`src/hw/ncr_pkg.sv`:
```
// package: offsets, field positions, reset values and types of the configuration register bank
package ncr_pkg;
  localparam logic [3:0] OFF_CHIP_MEDIA = 4'h3;
  localparam logic [3:0] OFF_IRQ_IOBASE = 4'h4;
  localparam logic [3:0] OFF_MEDIUM_BOOT = 4'h5;
  localparam logic [3:0] OFF_LED_POWER = 4'h6;
  localparam logic [3:0] OFF_HALT_CLOCK = 4'h9;
  localparam logic [1:0] EEM_CFG_WRITE = 2'h3;
  localparam logic [7:0] HALT_RUNNING = 8'h52;
  localparam logic [7:0] HALT_HALTED = 8'h48;
  localparam int POS_VERSION = 6;
  localparam int POS_ATTACH = 5;
  localparam int POS_PNP_JUMPER_FLAG = 4;
  localparam int POS_JUMPER = 3;
  localparam int POS_COAX = 2;
  localparam int POS_INTERRUPT_OUTPUT_ENABLE = 7;
  localparam int POS_SLEEP = 2;
  localparam int POS_POWERDOWN_ENABLE = 1;
  localparam logic [1:0] VERSION_RESET = 2'h0;
  localparam logic [7:0] MASK_IRQ_IOBASE = 8'h80;
  localparam logic [7:0] MASK_MEDIUM_BOOT = 8'he0;
  localparam logic [7:0] MASK_LED_POWER = 8'h06;
  localparam logic [7:0] IRQ_IOBASE_RESET = 8'h80;
  localparam logic [7:0] MEDIUM_BOOT_RESET = 8'h00;
  localparam logic [7:0] LED_POWER_RESET = 8'h01;
  localparam logic [1:0] MEDIUM_AUTO = 2'h0;
  localparam logic [1:0] MEDIUM_COAX = 2'h3;

  // version field behaviour per chip variant
  typedef enum logic [1:0] {
    NCR_VER_FIXED_11 = 2'h0,
    NCR_VER_FIXED_10 = 2'h1,
    NCR_VER_WRITABLE = 2'h2
  } ncr_variant_t;

  typedef enum logic [2:0] {
    NCR_PD_NONE = 3'b001,
    NCR_PD_CLK_RUN = 3'b010,
    NCR_PD_CLK_HALT = 3'b100
  } ncr_pdmode_t;

  typedef struct packed {
    logic wrEn;
    logic rdEn;
    logic [3:0] addr;
    logic [7:0] wdata;
  } ncr_req_t;

  typedef struct packed {
    logic [1:0] version;
    logic [7:0] irqIo;
    logic [7:0] medBoot;
    logic [7:0] ledPwr;
    ncr_pdmode_t pdMode;
    logic [7:0] rdata;
  } ncr_state_t;
endpackage : ncr_pkg
```
`src/hw/ncr_config_bank.sv`:
```
// configuration register bank: chip/medium status, irq/io, medium/boot, led/power, halt clock
//
// Overview of operation
// - version clears at reset and is writable in config mode only in the writable variant; fixed variants reset to 11 or 10
// - version behaviour identifies the chip variant
// - jumper status bit mirrors the jumper input
// - coax flag: auto with link fail, or select 11
// - inactive flag is inverse of activate bit 0
// - irq/io register: only bit 7 writable
// - medium/boot register: only bits 7..5 writable
// - led/power register: only bits 2..1 writable
// - halt clock 52h runs, 48h halts, when powered down
`timescale 1ns/1ps
`default_nettype none
module ncr_config_bank #(
  parameter ncr_pkg::ncr_variant_t VARIANT = ncr_pkg::NCR_VER_WRITABLE
) (
  input wire logic clk,
  input wire logic sys_rst,
  input wire ncr_pkg::ncr_req_t req,
  input wire logic [1:0] eepromModeSelect,
  input wire logic eepromLoad,
  input wire logic [7:0] eepromIrqIo,
  input wire logic [7:0] eepromMedBoot,
  input wire logic [7:0] eepromLedPwr,
  input wire logic jumperModeInput,
  input wire logic pnpJumperPin,
  input wire logic attachmentUnitIn,
  input wire logic linkTestFail,
  input wire logic activateBit0,
  input wire logic irqReq,
  output logic [7:0] rdata,
  output logic [7:0] intOut,
  output logic [7:0] intOe_n,
  output logic sleepMode,
  output logic powerdownClkRun,
  output logic powerdownClkHalt
);
  ncr_pkg::ncr_state_t st;
  ncr_pkg::ncr_state_t next_st;
  logic cfgMode;
  logic [7:0] nxtIrqIo;
  logic [7:0] nxtMedBoot;
  logic [7:0] nxtLedPwr;
  logic [7:0] statusByte;
  logic coaxFlag;
  logic [7:0] routeOut;
  logic [7:0] routeOe_n;

  assign cfgMode = (eepromModeSelect == ncr_pkg::EEM_CFG_WRITE);

  ncr_masked_reg #(.MASK(ncr_pkg::MASK_IRQ_IOBASE)) uIrqIo (
    .cur(st.irqIo),
    .wdata(req.wdata),
    .we(req.wrEn && cfgMode && req.addr == ncr_pkg::OFF_IRQ_IOBASE),
    .nxt(nxtIrqIo)
  );
  ncr_masked_reg #(.MASK(ncr_pkg::MASK_MEDIUM_BOOT)) uMedBoot (
    .cur(st.medBoot),
    .wdata(req.wdata),
    .we(req.wrEn && cfgMode && req.addr == ncr_pkg::OFF_MEDIUM_BOOT),
    .nxt(nxtMedBoot)
  );
  ncr_masked_reg #(.MASK(ncr_pkg::MASK_LED_POWER)) uLedPwr (
    .cur(st.ledPwr),
    .wdata(req.wdata),
    .we(req.wrEn && cfgMode && req.addr == ncr_pkg::OFF_LED_POWER),
    .nxt(nxtLedPwr)
  );

  // medium select lives in bits 7..6 of the medium/boot register
  always_comb begin
    coaxFlag = (st.medBoot[7:6] == ncr_pkg::MEDIUM_COAX) ||
               ((st.medBoot[7:6] == ncr_pkg::MEDIUM_AUTO) && linkTestFail);
    statusByte = 8'h00;
    statusByte[ncr_pkg::POS_VERSION +: 2] = st.version;
    statusByte[ncr_pkg::POS_ATTACH] = attachmentUnitIn;
    statusByte[ncr_pkg::POS_PNP_JUMPER_FLAG] = pnpJumperPin;
    statusByte[ncr_pkg::POS_JUMPER] = jumperModeInput;
    statusByte[ncr_pkg::POS_COAX] = coaxFlag;
  end

  always_comb begin
    next_st = st;
    next_st.irqIo = nxtIrqIo;
    next_st.medBoot = nxtMedBoot;
    next_st.ledPwr = nxtLedPwr;
    // fixed variants keep their pattern; writable variant needs config mode
    if (VARIANT == ncr_pkg::NCR_VER_WRITABLE && req.wrEn && cfgMode &&
        req.addr == ncr_pkg::OFF_CHIP_MEDIA) begin
      next_st.version = req.wdata[ncr_pkg::POS_VERSION +: 2];
    end
    // eeprom autoload wins over a host write in the same cycle
    if (eepromLoad) begin
      next_st.irqIo = eepromIrqIo;
      next_st.medBoot = eepromMedBoot;
      next_st.ledPwr = eepromLedPwr;
    end
    if (!st.ledPwr[ncr_pkg::POS_POWERDOWN_ENABLE]) begin
      next_st.pdMode = ncr_pkg::NCR_PD_NONE;
    end else if (req.wrEn && req.addr == ncr_pkg::OFF_HALT_CLOCK) begin
      if (req.wdata == ncr_pkg::HALT_RUNNING) begin
        next_st.pdMode = ncr_pkg::NCR_PD_CLK_RUN;
      end else if (req.wdata == ncr_pkg::HALT_HALTED) begin
        next_st.pdMode = ncr_pkg::NCR_PD_CLK_HALT;
      end
    end
    next_st.rdata = 8'h00;
    if (req.rdEn) begin
      if (req.addr == ncr_pkg::OFF_CHIP_MEDIA) begin
        next_st.rdata = statusByte;
      end else if (req.addr == ncr_pkg::OFF_IRQ_IOBASE) begin
        next_st.rdata = st.irqIo;
      end else if (req.addr == ncr_pkg::OFF_MEDIUM_BOOT) begin
        next_st.rdata = st.medBoot;
      end else if (req.addr == ncr_pkg::OFF_LED_POWER) begin
        next_st.rdata = {st.ledPwr[7:1], ~activateBit0};
      end
    end
  end

  always_ff @(posedge clk or posedge sys_rst) begin
    if (sys_rst) begin
      st.version <= (VARIANT == ncr_pkg::NCR_VER_FIXED_11) ? 2'h3 :
                    (VARIANT == ncr_pkg::NCR_VER_FIXED_10) ? 2'h2 : ncr_pkg::VERSION_RESET;
      st.irqIo <= ncr_pkg::IRQ_IOBASE_RESET;
      st.medBoot <= ncr_pkg::MEDIUM_BOOT_RESET;
      st.ledPwr <= ncr_pkg::LED_POWER_RESET;
      st.pdMode <= ncr_pkg::NCR_PD_NONE;
      st.rdata <= 8'h00;
    end else begin
      st <= next_st;
    end
  end

  ncr_irq_route uRoute (
    .irqReq(irqReq),
    .enable(st.irqIo[ncr_pkg::POS_INTERRUPT_OUTPUT_ENABLE]),
    .lineSel(st.irqIo[6:4]),
    .intOut(routeOut),
    .intOe_n(routeOe_n)
  );

  // outputs registered once more so every port comes from a flip-flop
  always_ff @(posedge clk or posedge sys_rst) begin
    if (sys_rst) begin
      intOut <= 8'h00;
      intOe_n <= 8'hff;
      sleepMode <= 1'b0;
      powerdownClkRun <= 1'b0;
      powerdownClkHalt <= 1'b0;
    end else begin
      intOut <= routeOut;
      intOe_n <= routeOe_n;
      sleepMode <= st.ledPwr[ncr_pkg::POS_SLEEP];
      powerdownClkRun <= (st.pdMode == ncr_pkg::NCR_PD_CLK_RUN);
      powerdownClkHalt <= (st.pdMode == ncr_pkg::NCR_PD_CLK_HALT);
    end
  end
  assign rdata = st.rdata;

  a_ro_irqio: assert property (@(posedge clk) disable iff (sys_rst)
    !eepromLoad |=> st.irqIo[6:0] == $past(st.irqIo[6:0])) else $error("irq/io low bits changed");
  a_ro_medboot: assert property (@(posedge clk) disable iff (sys_rst)
    !eepromLoad |=> st.medBoot[4:0] == $past(st.medBoot[4:0])) else $error("medium/boot low bits changed");
  a_ro_ledpwr: assert property (@(posedge clk) disable iff (sys_rst)
    !eepromLoad |=> {st.ledPwr[7:3], st.ledPwr[0]} == $past({st.ledPwr[7:3], st.ledPwr[0]}))
    else $error("led/power read-only bits changed");
  a_no_cfg_write: assert property (@(posedge clk) disable iff (sys_rst)
    !cfgMode && !eepromLoad |=> $stable(st.ledPwr) && $stable(st.irqIo) && $stable(st.medBoot))
    else $error("write taken outside config mode");
  a_powerdown_enable_write: assert property (@(posedge clk) disable iff (sys_rst)
    req.wrEn && cfgMode && !eepromLoad && req.addr == ncr_pkg::OFF_LED_POWER
    |=> st.ledPwr[ncr_pkg::POS_POWERDOWN_ENABLE] == $past(req.wdata[ncr_pkg::POS_POWERDOWN_ENABLE]))
    else $error("power-down bit write lost");
  a_version_lock: assert property (@(posedge clk) disable iff (sys_rst)
    !cfgMode |=> $stable(st.version)) else $error("version changed outside config mode");
  a_halt_run: assert property (@(posedge clk) disable iff (sys_rst)
    st.ledPwr[ncr_pkg::POS_POWERDOWN_ENABLE] && req.wrEn && req.addr == ncr_pkg::OFF_HALT_CLOCK &&
    req.wdata == ncr_pkg::HALT_RUNNING |=> ##1 powerdownClkRun) else $error("52h not honoured");
  a_halt_off: assert property (@(posedge clk) disable iff (sys_rst)
    !st.ledPwr[ncr_pkg::POS_POWERDOWN_ENABLE] |=> ##1 !powerdownClkRun && !powerdownClkHalt)
    else $error("power-down mode while bit clear");
  a_status_read: assert property (@(posedge clk) disable iff (sys_rst)
    req.rdEn && req.addr == ncr_pkg::OFF_CHIP_MEDIA |=> rdata[ncr_pkg::POS_JUMPER] == $past(jumperModeInput) &&
    rdata[ncr_pkg::POS_COAX] == $past(coaxFlag) && rdata[1:0] == 2'h0) else $error("status read wrong");
  a_inactive: assert property (@(posedge clk) disable iff (sys_rst)
    req.rdEn && req.addr == ncr_pkg::OFF_LED_POWER |=> rdata[0] == !$past(activateBit0))
    else $error("inactive flag wrong");
  a_irq_one: assert property (@(posedge clk) disable iff (sys_rst)
    $countones(~intOe_n) <= 1) else $error("more than one interrupt line driven");

  // writable bits land exactly as written while config mode is open
  a_irqio_write: assert property (@(posedge clk) disable iff (sys_rst)
    req.wrEn && cfgMode && !eepromLoad && req.addr == ncr_pkg::OFF_IRQ_IOBASE
    |=> st.irqIo[7] == $past(req.wdata[7])) else $error("irq enable write lost");
  a_medboot_write: assert property (@(posedge clk) disable iff (sys_rst)
    req.wrEn && cfgMode && !eepromLoad && req.addr == ncr_pkg::OFF_MEDIUM_BOOT
    |=> st.medBoot[7:5] == $past(req.wdata[7:5])) else $error("medium/boot write lost");
  a_sleep_write: assert property (@(posedge clk) disable iff (sys_rst)
    req.wrEn && cfgMode && !eepromLoad && req.addr == ncr_pkg::OFF_LED_POWER
    |=> st.ledPwr[ncr_pkg::POS_SLEEP] == $past(req.wdata[ncr_pkg::POS_SLEEP])) else $error("sleep write lost");
  a_version_write: assert property (@(posedge clk) disable iff (sys_rst)
    VARIANT == ncr_pkg::NCR_VER_WRITABLE && req.wrEn && cfgMode && req.addr == ncr_pkg::OFF_CHIP_MEDIA
    |=> st.version == $past(req.wdata[7:6])) else $error("version write lost");
  a_version_fixed: assert property (@(posedge clk) disable iff (sys_rst)
    VARIANT != ncr_pkg::NCR_VER_WRITABLE |=> $stable(st.version)) else $error("fixed version changed");

  // eeprom image is taken whole, host write or not
  a_load_irqio: assert property (@(posedge clk) disable iff (sys_rst)
    eepromLoad |=> st.irqIo == $past(eepromIrqIo)) else $error("irq/io load lost");
  a_load_medboot: assert property (@(posedge clk) disable iff (sys_rst)
    eepromLoad |=> st.medBoot == $past(eepromMedBoot)) else $error("medium/boot load lost");
  a_load_ledpwr: assert property (@(posedge clk) disable iff (sys_rst)
    eepromLoad |=> st.ledPwr == $past(eepromLedPwr)) else $error("led/power load lost");

  // halt clock decoding; only two codes act and only while powered down
  a_halt_clk: assert property (@(posedge clk) disable iff (sys_rst)
    st.ledPwr[ncr_pkg::POS_POWERDOWN_ENABLE] && req.wrEn && req.addr == ncr_pkg::OFF_HALT_CLOCK &&
    req.wdata == ncr_pkg::HALT_HALTED |=> ##1 powerdownClkHalt) else $error("48h not honoured");
  a_halt_other: assert property (@(posedge clk) disable iff (sys_rst)
    st.ledPwr[ncr_pkg::POS_POWERDOWN_ENABLE] && req.wrEn && req.addr == ncr_pkg::OFF_HALT_CLOCK &&
    req.wdata != ncr_pkg::HALT_RUNNING && req.wdata != ncr_pkg::HALT_HALTED
    |=> $stable(st.pdMode)) else $error("other halt value acted");
  a_halt_idle: assert property (@(posedge clk) disable iff (sys_rst)
    st.ledPwr[ncr_pkg::POS_POWERDOWN_ENABLE] && !(req.wrEn && req.addr == ncr_pkg::OFF_HALT_CLOCK)
    |=> $stable(st.pdMode)) else $error("power-down mode changed without write");
  a_pd_none: assert property (@(posedge clk) disable iff (sys_rst)
    !st.ledPwr[ncr_pkg::POS_POWERDOWN_ENABLE] |=> st.pdMode == ncr_pkg::NCR_PD_NONE)
    else $error("power-down mode kept with bit clear");
  a_halt_excl: assert property (@(posedge clk) disable iff (sys_rst)
    !(powerdownClkRun && powerdownClkHalt)) else $error("both power-down modes active");
  a_sleep_out: assert property (@(posedge clk) disable iff (sys_rst)
    1'b1 |=> sleepMode == $past(st.ledPwr[ncr_pkg::POS_SLEEP])) else $error("sleep output wrong");

  // interrupt steering, one flop behind the stored select
  a_int_out_reg: assert property (@(posedge clk) disable iff (sys_rst)
    1'b1 |=> intOut == $past(routeOut)) else $error("interrupt output not registered");
  a_int_oe_reg: assert property (@(posedge clk) disable iff (sys_rst)
    1'b1 |=> intOe_n == $past(routeOe_n)) else $error("interrupt enable not registered");
  a_irq_off: assert property (@(posedge clk) disable iff (sys_rst)
    !st.irqIo[ncr_pkg::POS_INTERRUPT_OUTPUT_ENABLE] |=> intOe_n == 8'hff) else $error("line driven while disabled");
  a_irq_sel: assert property (@(posedge clk) disable iff (sys_rst)
    st.irqIo[ncr_pkg::POS_INTERRUPT_OUTPUT_ENABLE] |=> intOe_n == ~(8'h01 << $past(st.irqIo[6:4])))
    else $error("wrong interrupt line enabled");
  a_irq_value: assert property (@(posedge clk) disable iff (sys_rst)
    st.irqIo[ncr_pkg::POS_INTERRUPT_OUTPUT_ENABLE] && irqReq |=> intOut == (8'h01 << $past(st.irqIo[6:4])))
    else $error("interrupt level not steered");

  // read path: registered, zero when idle or unmapped
  a_rd_idle: assert property (@(posedge clk) disable iff (sys_rst)
    !req.rdEn |=> rdata == 8'h00) else $error("read data not cleared");
  a_rd_irqio: assert property (@(posedge clk) disable iff (sys_rst)
    req.rdEn && req.addr == ncr_pkg::OFF_IRQ_IOBASE |=> rdata == $past(st.irqIo))
    else $error("irq/io read wrong");
  a_rd_medboot: assert property (@(posedge clk) disable iff (sys_rst)
    req.rdEn && req.addr == ncr_pkg::OFF_MEDIUM_BOOT |=> rdata == $past(st.medBoot))
    else $error("medium/boot read wrong");
  a_rd_ledpwr: assert property (@(posedge clk) disable iff (sys_rst)
    req.rdEn && req.addr == ncr_pkg::OFF_LED_POWER |=> rdata[7:1] == $past(st.ledPwr[7:1]))
    else $error("led/power read wrong");
  a_status_ver: assert property (@(posedge clk) disable iff (sys_rst)
    req.rdEn && req.addr == ncr_pkg::OFF_CHIP_MEDIA |=> rdata[7:6] == $past(st.version))
    else $error("version read wrong");
  a_status_pins: assert property (@(posedge clk) disable iff (sys_rst)
    req.rdEn && req.addr == ncr_pkg::OFF_CHIP_MEDIA
    |=> rdata[5] == $past(attachmentUnitIn) && rdata[4] == $past(pnpJumperPin)) else $error("pin status wrong");
  a_rd_unmapped: assert property (@(posedge clk) disable iff (sys_rst)
    req.rdEn && (req.addr < ncr_pkg::OFF_CHIP_MEDIA || req.addr > ncr_pkg::OFF_LED_POWER)
    |=> rdata == 8'h00) else $error("unmapped read not zero");

  // coax flag against the medium select field
  a_coax_auto: assert property (@(posedge clk) disable iff (sys_rst)
    st.medBoot[7:6] == ncr_pkg::MEDIUM_AUTO && linkTestFail |-> coaxFlag) else $error("auto coax missing");
  a_coax_sel: assert property (@(posedge clk) disable iff (sys_rst)
    st.medBoot[7:6] == ncr_pkg::MEDIUM_COAX |-> coaxFlag) else $error("selected coax missing");
  a_coax_off: assert property (@(posedge clk) disable iff (sys_rst)
    st.medBoot[7:6] != ncr_pkg::MEDIUM_COAX && !(st.medBoot[7:6] == ncr_pkg::MEDIUM_AUTO && linkTestFail)
    |-> !coaxFlag) else $error("coax flag spurious");

  c_cfg_write: cover property (@(posedge clk) req.wrEn && cfgMode && req.addr == ncr_pkg::OFF_LED_POWER);
  c_clk_run: cover property (@(posedge clk) powerdownClkRun);
  c_eeprom_load: cover property (@(posedge clk) eepromLoad && st.ledPwr[ncr_pkg::POS_POWERDOWN_ENABLE]);
  c_halt: cover property (@(posedge clk) powerdownClkHalt);
  c_irq: cover property (@(posedge clk) !intOe_n[5] && intOut[5]);
endmodule : ncr_config_bank
`default_nettype wire

```
`src/hw/ncr_irq_route.sv`:
```
// steers the interrupt request onto one of eight open outputs
`timescale 1ns/1ps
`default_nettype none
module ncr_irq_route (
  input wire logic irqReq,
  input wire logic enable,
  input wire logic [2:0] lineSel,
  output logic [7:0] intOut,
  output logic [7:0] intOe_n
);
  always_comb begin
    intOut = 8'h00;
    intOe_n = 8'hff;
    if (enable) begin
      intOut[lineSel] = irqReq;
      intOe_n[lineSel] = 1'b0;
    end
  end
endmodule : ncr_irq_route
`default_nettype wire

```
`src/hw/ncr_masked_reg.sv`:
```
// next-value logic for a byte register whose writable bits are given by a mask and gated by a write enable
`timescale 1ns/1ps
`default_nettype none
module ncr_masked_reg #(
  parameter logic [7:0] MASK = 8'hff
) (
  input wire logic [7:0] cur,
  input wire logic [7:0] wdata,
  input wire logic we,
  output logic [7:0] nxt
);
  // read-only bits and disabled writes keep the stored value
  assign nxt = we ? ((cur & ~MASK) | (wdata & MASK)) : cur;
endmodule : ncr_masked_reg
`default_nettype wire

```
`config.mk`:
```
export PLATFORM = sky130hd
export DESIGN_NAME = ncr_config_bank
export DESIGN_NICKNAME = d
export VERILOG_FILES = /design/src/hw/ncr_pkg.sv /design/src/hw/ncr_config_bank.sv /design/src/hw/ncr_irq_route.sv /design/src/hw/ncr_masked_reg.sv
export SDC_FILE = /design/constraint.sdc
export NUM_CORES = 1
export LEC_CHECK = 0
export BUFFER_PORTS_ARGS = -buffer_cell sky130_fd_sc_hd__buf_2
export CORE_ASPECT_RATIO = 0.5
export CORE_MARGIN = 4
export CORE_UTILIZATION = 51
export DETAILED_ROUTE_END_ITERATION = 16
export GPL_TIMING_DRIVEN = 0
export HOLD_SLACK_MARGIN = 0.05
export MAX_ROUTING_LAYER = met4
export PLACE_DENSITY = 0.79
export REMOVE_ABC_BUFFERS = 1
export SLEW_MARGIN = 20
export SYNTH_ARGS = -nofsm -noshare
export SYNTH_HDL_FRONTEND = slang
export SYNTH_SLANG_ARGS = --single-unit
```
`constraint.sdc`:
```
create_clock -name clk -period 1.8 [get_ports clk]
set_input_delay 0.09 -clock clk [delete_from_list [all_inputs] [get_ports clk]]
set_output_delay 0.09 -clock clk [all_outputs]
set_load 0.005 [all_outputs]
```
### Word-level counts from Yosys, hierarchy flattened

Index checks and enable logic that the tools add are counted.

* magnitude comparators: 2
* equal/unequal tests: 13
* multiplexer cells: 17
* bitwise gates (word level): 6
* reductions and logical operators: 14

Operator list (number)
* $mux 8: 10
* $mux 24: 1
* $eq 8x7->1 const B: 2
* $eq 4x3->1 const B: 3
* $mux 3: 4
* $and 8x8->8: 1
* $logic_and 1x1->1: 8
* $not 8->8: 1
* $or 5x8->8: 1
* $or 7x8->8: 1
* $or 8x3->8: 1
* $reduce_bool 2->1: 3
* $eq 2x2->1 const B: 2
* $eq 4x2->1 const B: 1
* $eq 4x4->1 const B: 1
* $lt 3x4->1 const B: 1
* $demux 1 s3: 1
* $eq 3x2->1 const B: 1
* $eq 3x3->1 const B: 1
* $ge 3x1->1 const B: 1
* $ne 3x1->1 const B: 1
* $logic_not 2->1: 1
* $ne 2x1->1 const B: 1
* $reduce_and 2->1: 1
* other kinds (3): 3

* register bits after elaboration: 56
* input bits: 49
* output and inout bits: 27
* logic and storage cells: 63

### Depth between registers and ports, before layout

* depth after elaboration: 6
* gate-level depth with buffers: 5
* gate-level depth less buffers: 3

### By module

Synthesis repeated with hierarchy kept, for this count alone.

* cell total of the unflattened synthesis: 218
* area, all modules: 2607.5 um^2

Modules (own cells, without submodules)
* ncr_config_bank: instances 1, cells an instance 164, area an instance 2207.1 um^2, seq. area each 1415.1 um^2
* ncr_irq_route: instances 1, cells an instance 30, area an instance 193.9 um^2, seq. area each 0.0 um^2
* ncr_masked_reg (uIrqIo ...): instances 2, cells an instance 8, area an instance 67.6 um^2, seq. area each 0.0 um^2
* ncr_masked_reg (uMedBoot): instances 1, cells an instance 8, area an instance 71.3 um^2, seq. area each 0.0 um^2

### Worst setup path after synthesis

No wires, ideal clock.

* path type: input port to flip-flop
* from: in req[0] (netlist bit)
* to: reg st[10] (netlist bit)
* setup time: 0.120 ns
* arrival time: 1.238 ns
* data required time: 1.680 ns
* setup slack: 0.442 ns
* stages on the path: 3
* path buffers: 0
* path through: or4b_4 -> or4_4 -> o211a_1

* longest elaborated chain between the ends: 4
* elaborated cells between the ends (all ways): 7
* those cells by class: eq/ne: 3; mux: 3; reduce/logical: 1

Ends and longest elaborated chain
* start: declaration: line ncr_config_bank.sv:20 `input wire ncr_pkg::ncr_req_t req,`
* $eq 8x7->1: line ncr_config_bank.sv:102 `if (req.wdata == ncr_pkg::HALT_RUNNING) begin`
* $mux 3: line ncr_config_bank.sv:102
* $mux 3: line ncr_config_bank.sv:101 `end else if (req.wrEn && req.addr == ncr_pkg::OFF_HALT_CLOCK) begin`
* $mux 3: line ncr_config_bank.sv:99 `if (!st.ledPwr[ncr_pkg::POS_POWERDOWN_ENABLE]) begin`
* end signal: assignment: line ncr_config_bank.sv:132 `st <= next_st;`
* end: declaration: line ncr_config_bank.sv:39 `ncr_pkg::ncr_state_t st;`

Parallel ways exist; a longest one is shown, timed or not. The select of a mux whose other input is x is not followed.
A chain may end at the register's enable or synchronous reset.

### Final worst setup path

* from: in req[10] (netlist bit)
* to: reg st[24] (netlist bit)

* longest elaborated chain between the ends: 3

Ends and longest elaborated chain
* $eq 4x3->1: line ncr_config_bank.sv:61 `.we(req.wrEn && cfgMode && req.addr == ncr_pkg::OFF_MEDIUM_BOOT),`
* $logic_and 1x1->1: line ncr_config_bank.sv:61
* $reduce_bool 2->1 (no line)

No other way between the ends.

==> run_results.csv <==
group,metric,value,unit
outcome,status,"finished clean",
detailed_routing,drtIter0Drc,124,
critical_path,worst-setup-path-type,"primary input to register",
logic_synthesis,synth_warnings,0,
job,drv_cap,0,
global_route,antenna_found_initial,0,
logic_synthesis,synth_top_family_by_area,"simple AND/OR/NAND/NOR gates",
timing,fmax,0.629,GHz
global_route,grt_max_degree,37,
logic_synthesis,synth-compound-area-share,9.24,%
final_layout,nNetsFinal,354,
cts,cts.sinks,55,
die,initial_core_util,54.5,%
cts,h-tree-depth,2,
detailed_routing,drt-total-wl,5.49,mm
die,die_area,0.00611,mm²
detailed_routing,wire_per_inst,14.8,µm
die,rows,17,
logic_synthesis,netlist_area,0.00248,mm²
final_layout,layout.cells.non_filler,372,
timing,drv_slew,0,
timing,max_slew_margin,60.2,%
cts,clock_latency,310,ps
die,chipHeight,57.3,µm
placed_design,io_buffer_count,74,
final_layout,antenna-diode-count,0,
global_route,grt_pass1_wl,9.45,mm
logic_synthesis,synth_flop_cell,"dfrtp_1",
cts,numCtsBuffers,5,
logic_synthesis,synthCells,217,
worst_hold_path,min_to,"st[35]",
timing,worstMarginPinSlew,595,ps
die,coreArea,0.00455,mm²
critical_path,crit_fanout,15,
timing,hold_viol,0,
logic_synthesis,muxShareOfSynthArea,10.6,%
logic_synthesis,netlist-cell-type-count,42,
logic_synthesis,synth-edff-count,0,
die,ios,76,
critical_path,rrSetupSlack,440,ps
timing,rsz0062_at_grt,"no",
power,power_leakage,1.48,nW
critical_path,max_stage_delay,570,ps
worst_hold_path,min_path_cells,2,
detailed_routing,drcViolationCount,0,
critical_path,end_kind,"register",
timing,fin_setup_tns,0,ps
global_route,grt_pass1_vias,1987,
logic_synthesis,synth_xor_area_share,0,%
critical_path,worstReg2RegStart,"st[34]",
timing,setup_viol,0,
timing,clock_skew,5.43,ps
final_layout,final_common_cell,"buf_2",
critical_path,path_cells,"buf_2 -> or3b_1 -> o31ai_1 -> a31oi_1 -> dlygate4sd3_1",
power,powerDensity,752,mW/mm²
critical_path,path_buf_inv,2,
placed_design,routabilityCongestion,0.837,
placed_design,dpl_cell_area,0.00285,mm²
critical_path,cp_top_family,"buffers and inverters",
critical_path,arrival,1790,ps
detailed_routing,firstDrtPassIters,4,
critical_path,crit_required,2000,ps
cts,path_clk_slew,100,ps
final_layout,postLayoutCellArea,0.00320,mm²
cts,cts-resized-gates,0,
critical_path,ff2ff_path_depth,3,
logic_synthesis,synth_fa_ha_area_share,0,%
logic_synthesis,synth_seq_cells,55,
cts,cts_buffer_depth,2,
placed_design,hpwl,3.76,mm
worst_hold_path,hold_class,"primary input to register",
critical_path,cp_slowest_cell,"or3b_1",
final_layout,drive_gt1_share,38.6,%
logic_synthesis,seq_area_frac_synth,56.0,%
final_layout,nFillCells,355,
cts,cts_tree,"done",
placed_design,dp.cells,338,
logic_synthesis,ys_async_sr_fraction,100,%
critical_path,cp-start-kind,"primary input",
timing,finalCriticalPeriod,1590,ps
detailed_routing,num_vias,1937,
timing,whs,69.3,ps
cts,cts_root_buf,"clkbuf_8",
logic_synthesis,yosys.area_share.simple,18.8,%
detailed_routing,vias_per_cell,5.21,
timing,period_share,88.3,%
global_route,overflow,0,
final_layout,mostFrequentLayoutCells,"74 x buf_2, 45 x dfrtp_1, 26 x dlygate4sd3_1",
detailed_routing,drtAntennaViolNets,0,
global_route,grt.total_usage,20.5,%
logic_synthesis,avgSynthCellArea,11.4,µm²
logic_synthesis,synth_top_area_share,45.4,%
final_layout,syn_to_final_growth,29.0,%
logic_synthesis,yosysTopAreaCell,"dfrtp_1",
critical_path,reg2reg_to,"intOut[0]",
die,die_x,107,µm
power,ir_worst_vdd,0.393,mV
logic_synthesis,ys_top_cells_by_area,"dfrtp_1 45%, dfstp_2 11%, mux2_2 8.2%",
worst_hold_path,hp-start,"req[6]",
## layer usage
layer | global-route usage, % | vias up | routed length [µm]
met3 | 4.29 | 15 | 314
met4 | 9.84 | 0 | 160
met5 | - | - | 0
met1 | 25.4 | 908 | 2390
li1 | - | 941 | -
met2 | 32.6 | 73 | 2620
## registers in the layout, summed over array words and instances (netlist names)
name / count
intOe_n: 8
sleepMode: 1
powerdownClkRun: 1
powerdownClkHalt: 1
rdata: 8
st: 28
intOut: 8
## worst register-to-register path: cells and delay by family, from the launching register on
kind	cells	cell delay, ps
simple gates	3	650
flops	1	630
## per-stage QoR
step	util, %	worst slack (ps)	power [W]
after floorplan	-	384	0.00155
after global placement	62.1	-151	0.00168
after detailed placement	62.5	269	0.00170
after CTS	70.3	215	0.00243
after global routing	70.3	56.9	0.00254
final	70.3	210	0.00240
## cell families after synthesis
kind of cell           count (synthesis)
muxes                                 24
AOI/OAI and AO/OA                     32
DFF                                   55
and+or+nand+nor                       79
buffers and inverters                 27
## worst max path at each step
stage,start,cells past startpoint,end
floorplan,sys_rst,1,intOut[0]
global placement,sys_rst,2,st[30]
detailed placement,req[8],4,st[10]
CTS,req[10],5,st[24]
global route,req[10],5,st[24]
finish,req[10],5,st[24]
## synthesized netlist by cell type, types with 2 or more instances
cell type / count
o2bb2ai_1: 2
buf_4: 8
o21a_1: 7
nand2_1: 10
nor2_1: 16
o21ai_0: 2
a211o_1: 2
mux2i_1: 6
nor3_1: 4
inv_1: 6
clkbuf_1: 10
nand2b_1: 3
dfstp_2: 10
or3b_2: 2
o31ai_1: 3
a31oi_1: 3
a2111oi_0: 2
nand4_1: 7
nor3b_1: 3
nand3b_1: 12
nand3_1: 9
nor2b_1: 4
mux2_2: 18
a21oi_1: 6
dfrtp_1: 45
## power by group
group / switching (W) / total, W / internal (W) / leakage, nW
sequential: 0.0000575 / 0.00138 / 0.00132 / 0.678
clock: 0.000404 / 0.000686 / 0.000281 / 0.0461
combinational: 0.000159 / 0.000343 / 0.000184 / 0.756
## final cells by class
class	count	area (µm²)	share of cell area, %
Sequential cell	55	1390	43.4
Multi-Input combinational cell	135	957	29.9
Timing Repair Buffer	101	651	20.3
Tap cell	66	82.6	2.58
Clock buffer	5	68.8	2.15
Inverter	7	26.3	0.822
Clock inverter	3	23.8	0.743
## timing repair
item,4_1_cts,5_1_grt
endpoints found under the hold margin,37,0
hold buffers,26,0
buffers inserted,0,0
Note: power is estimated with default switching activity, not from simulation.
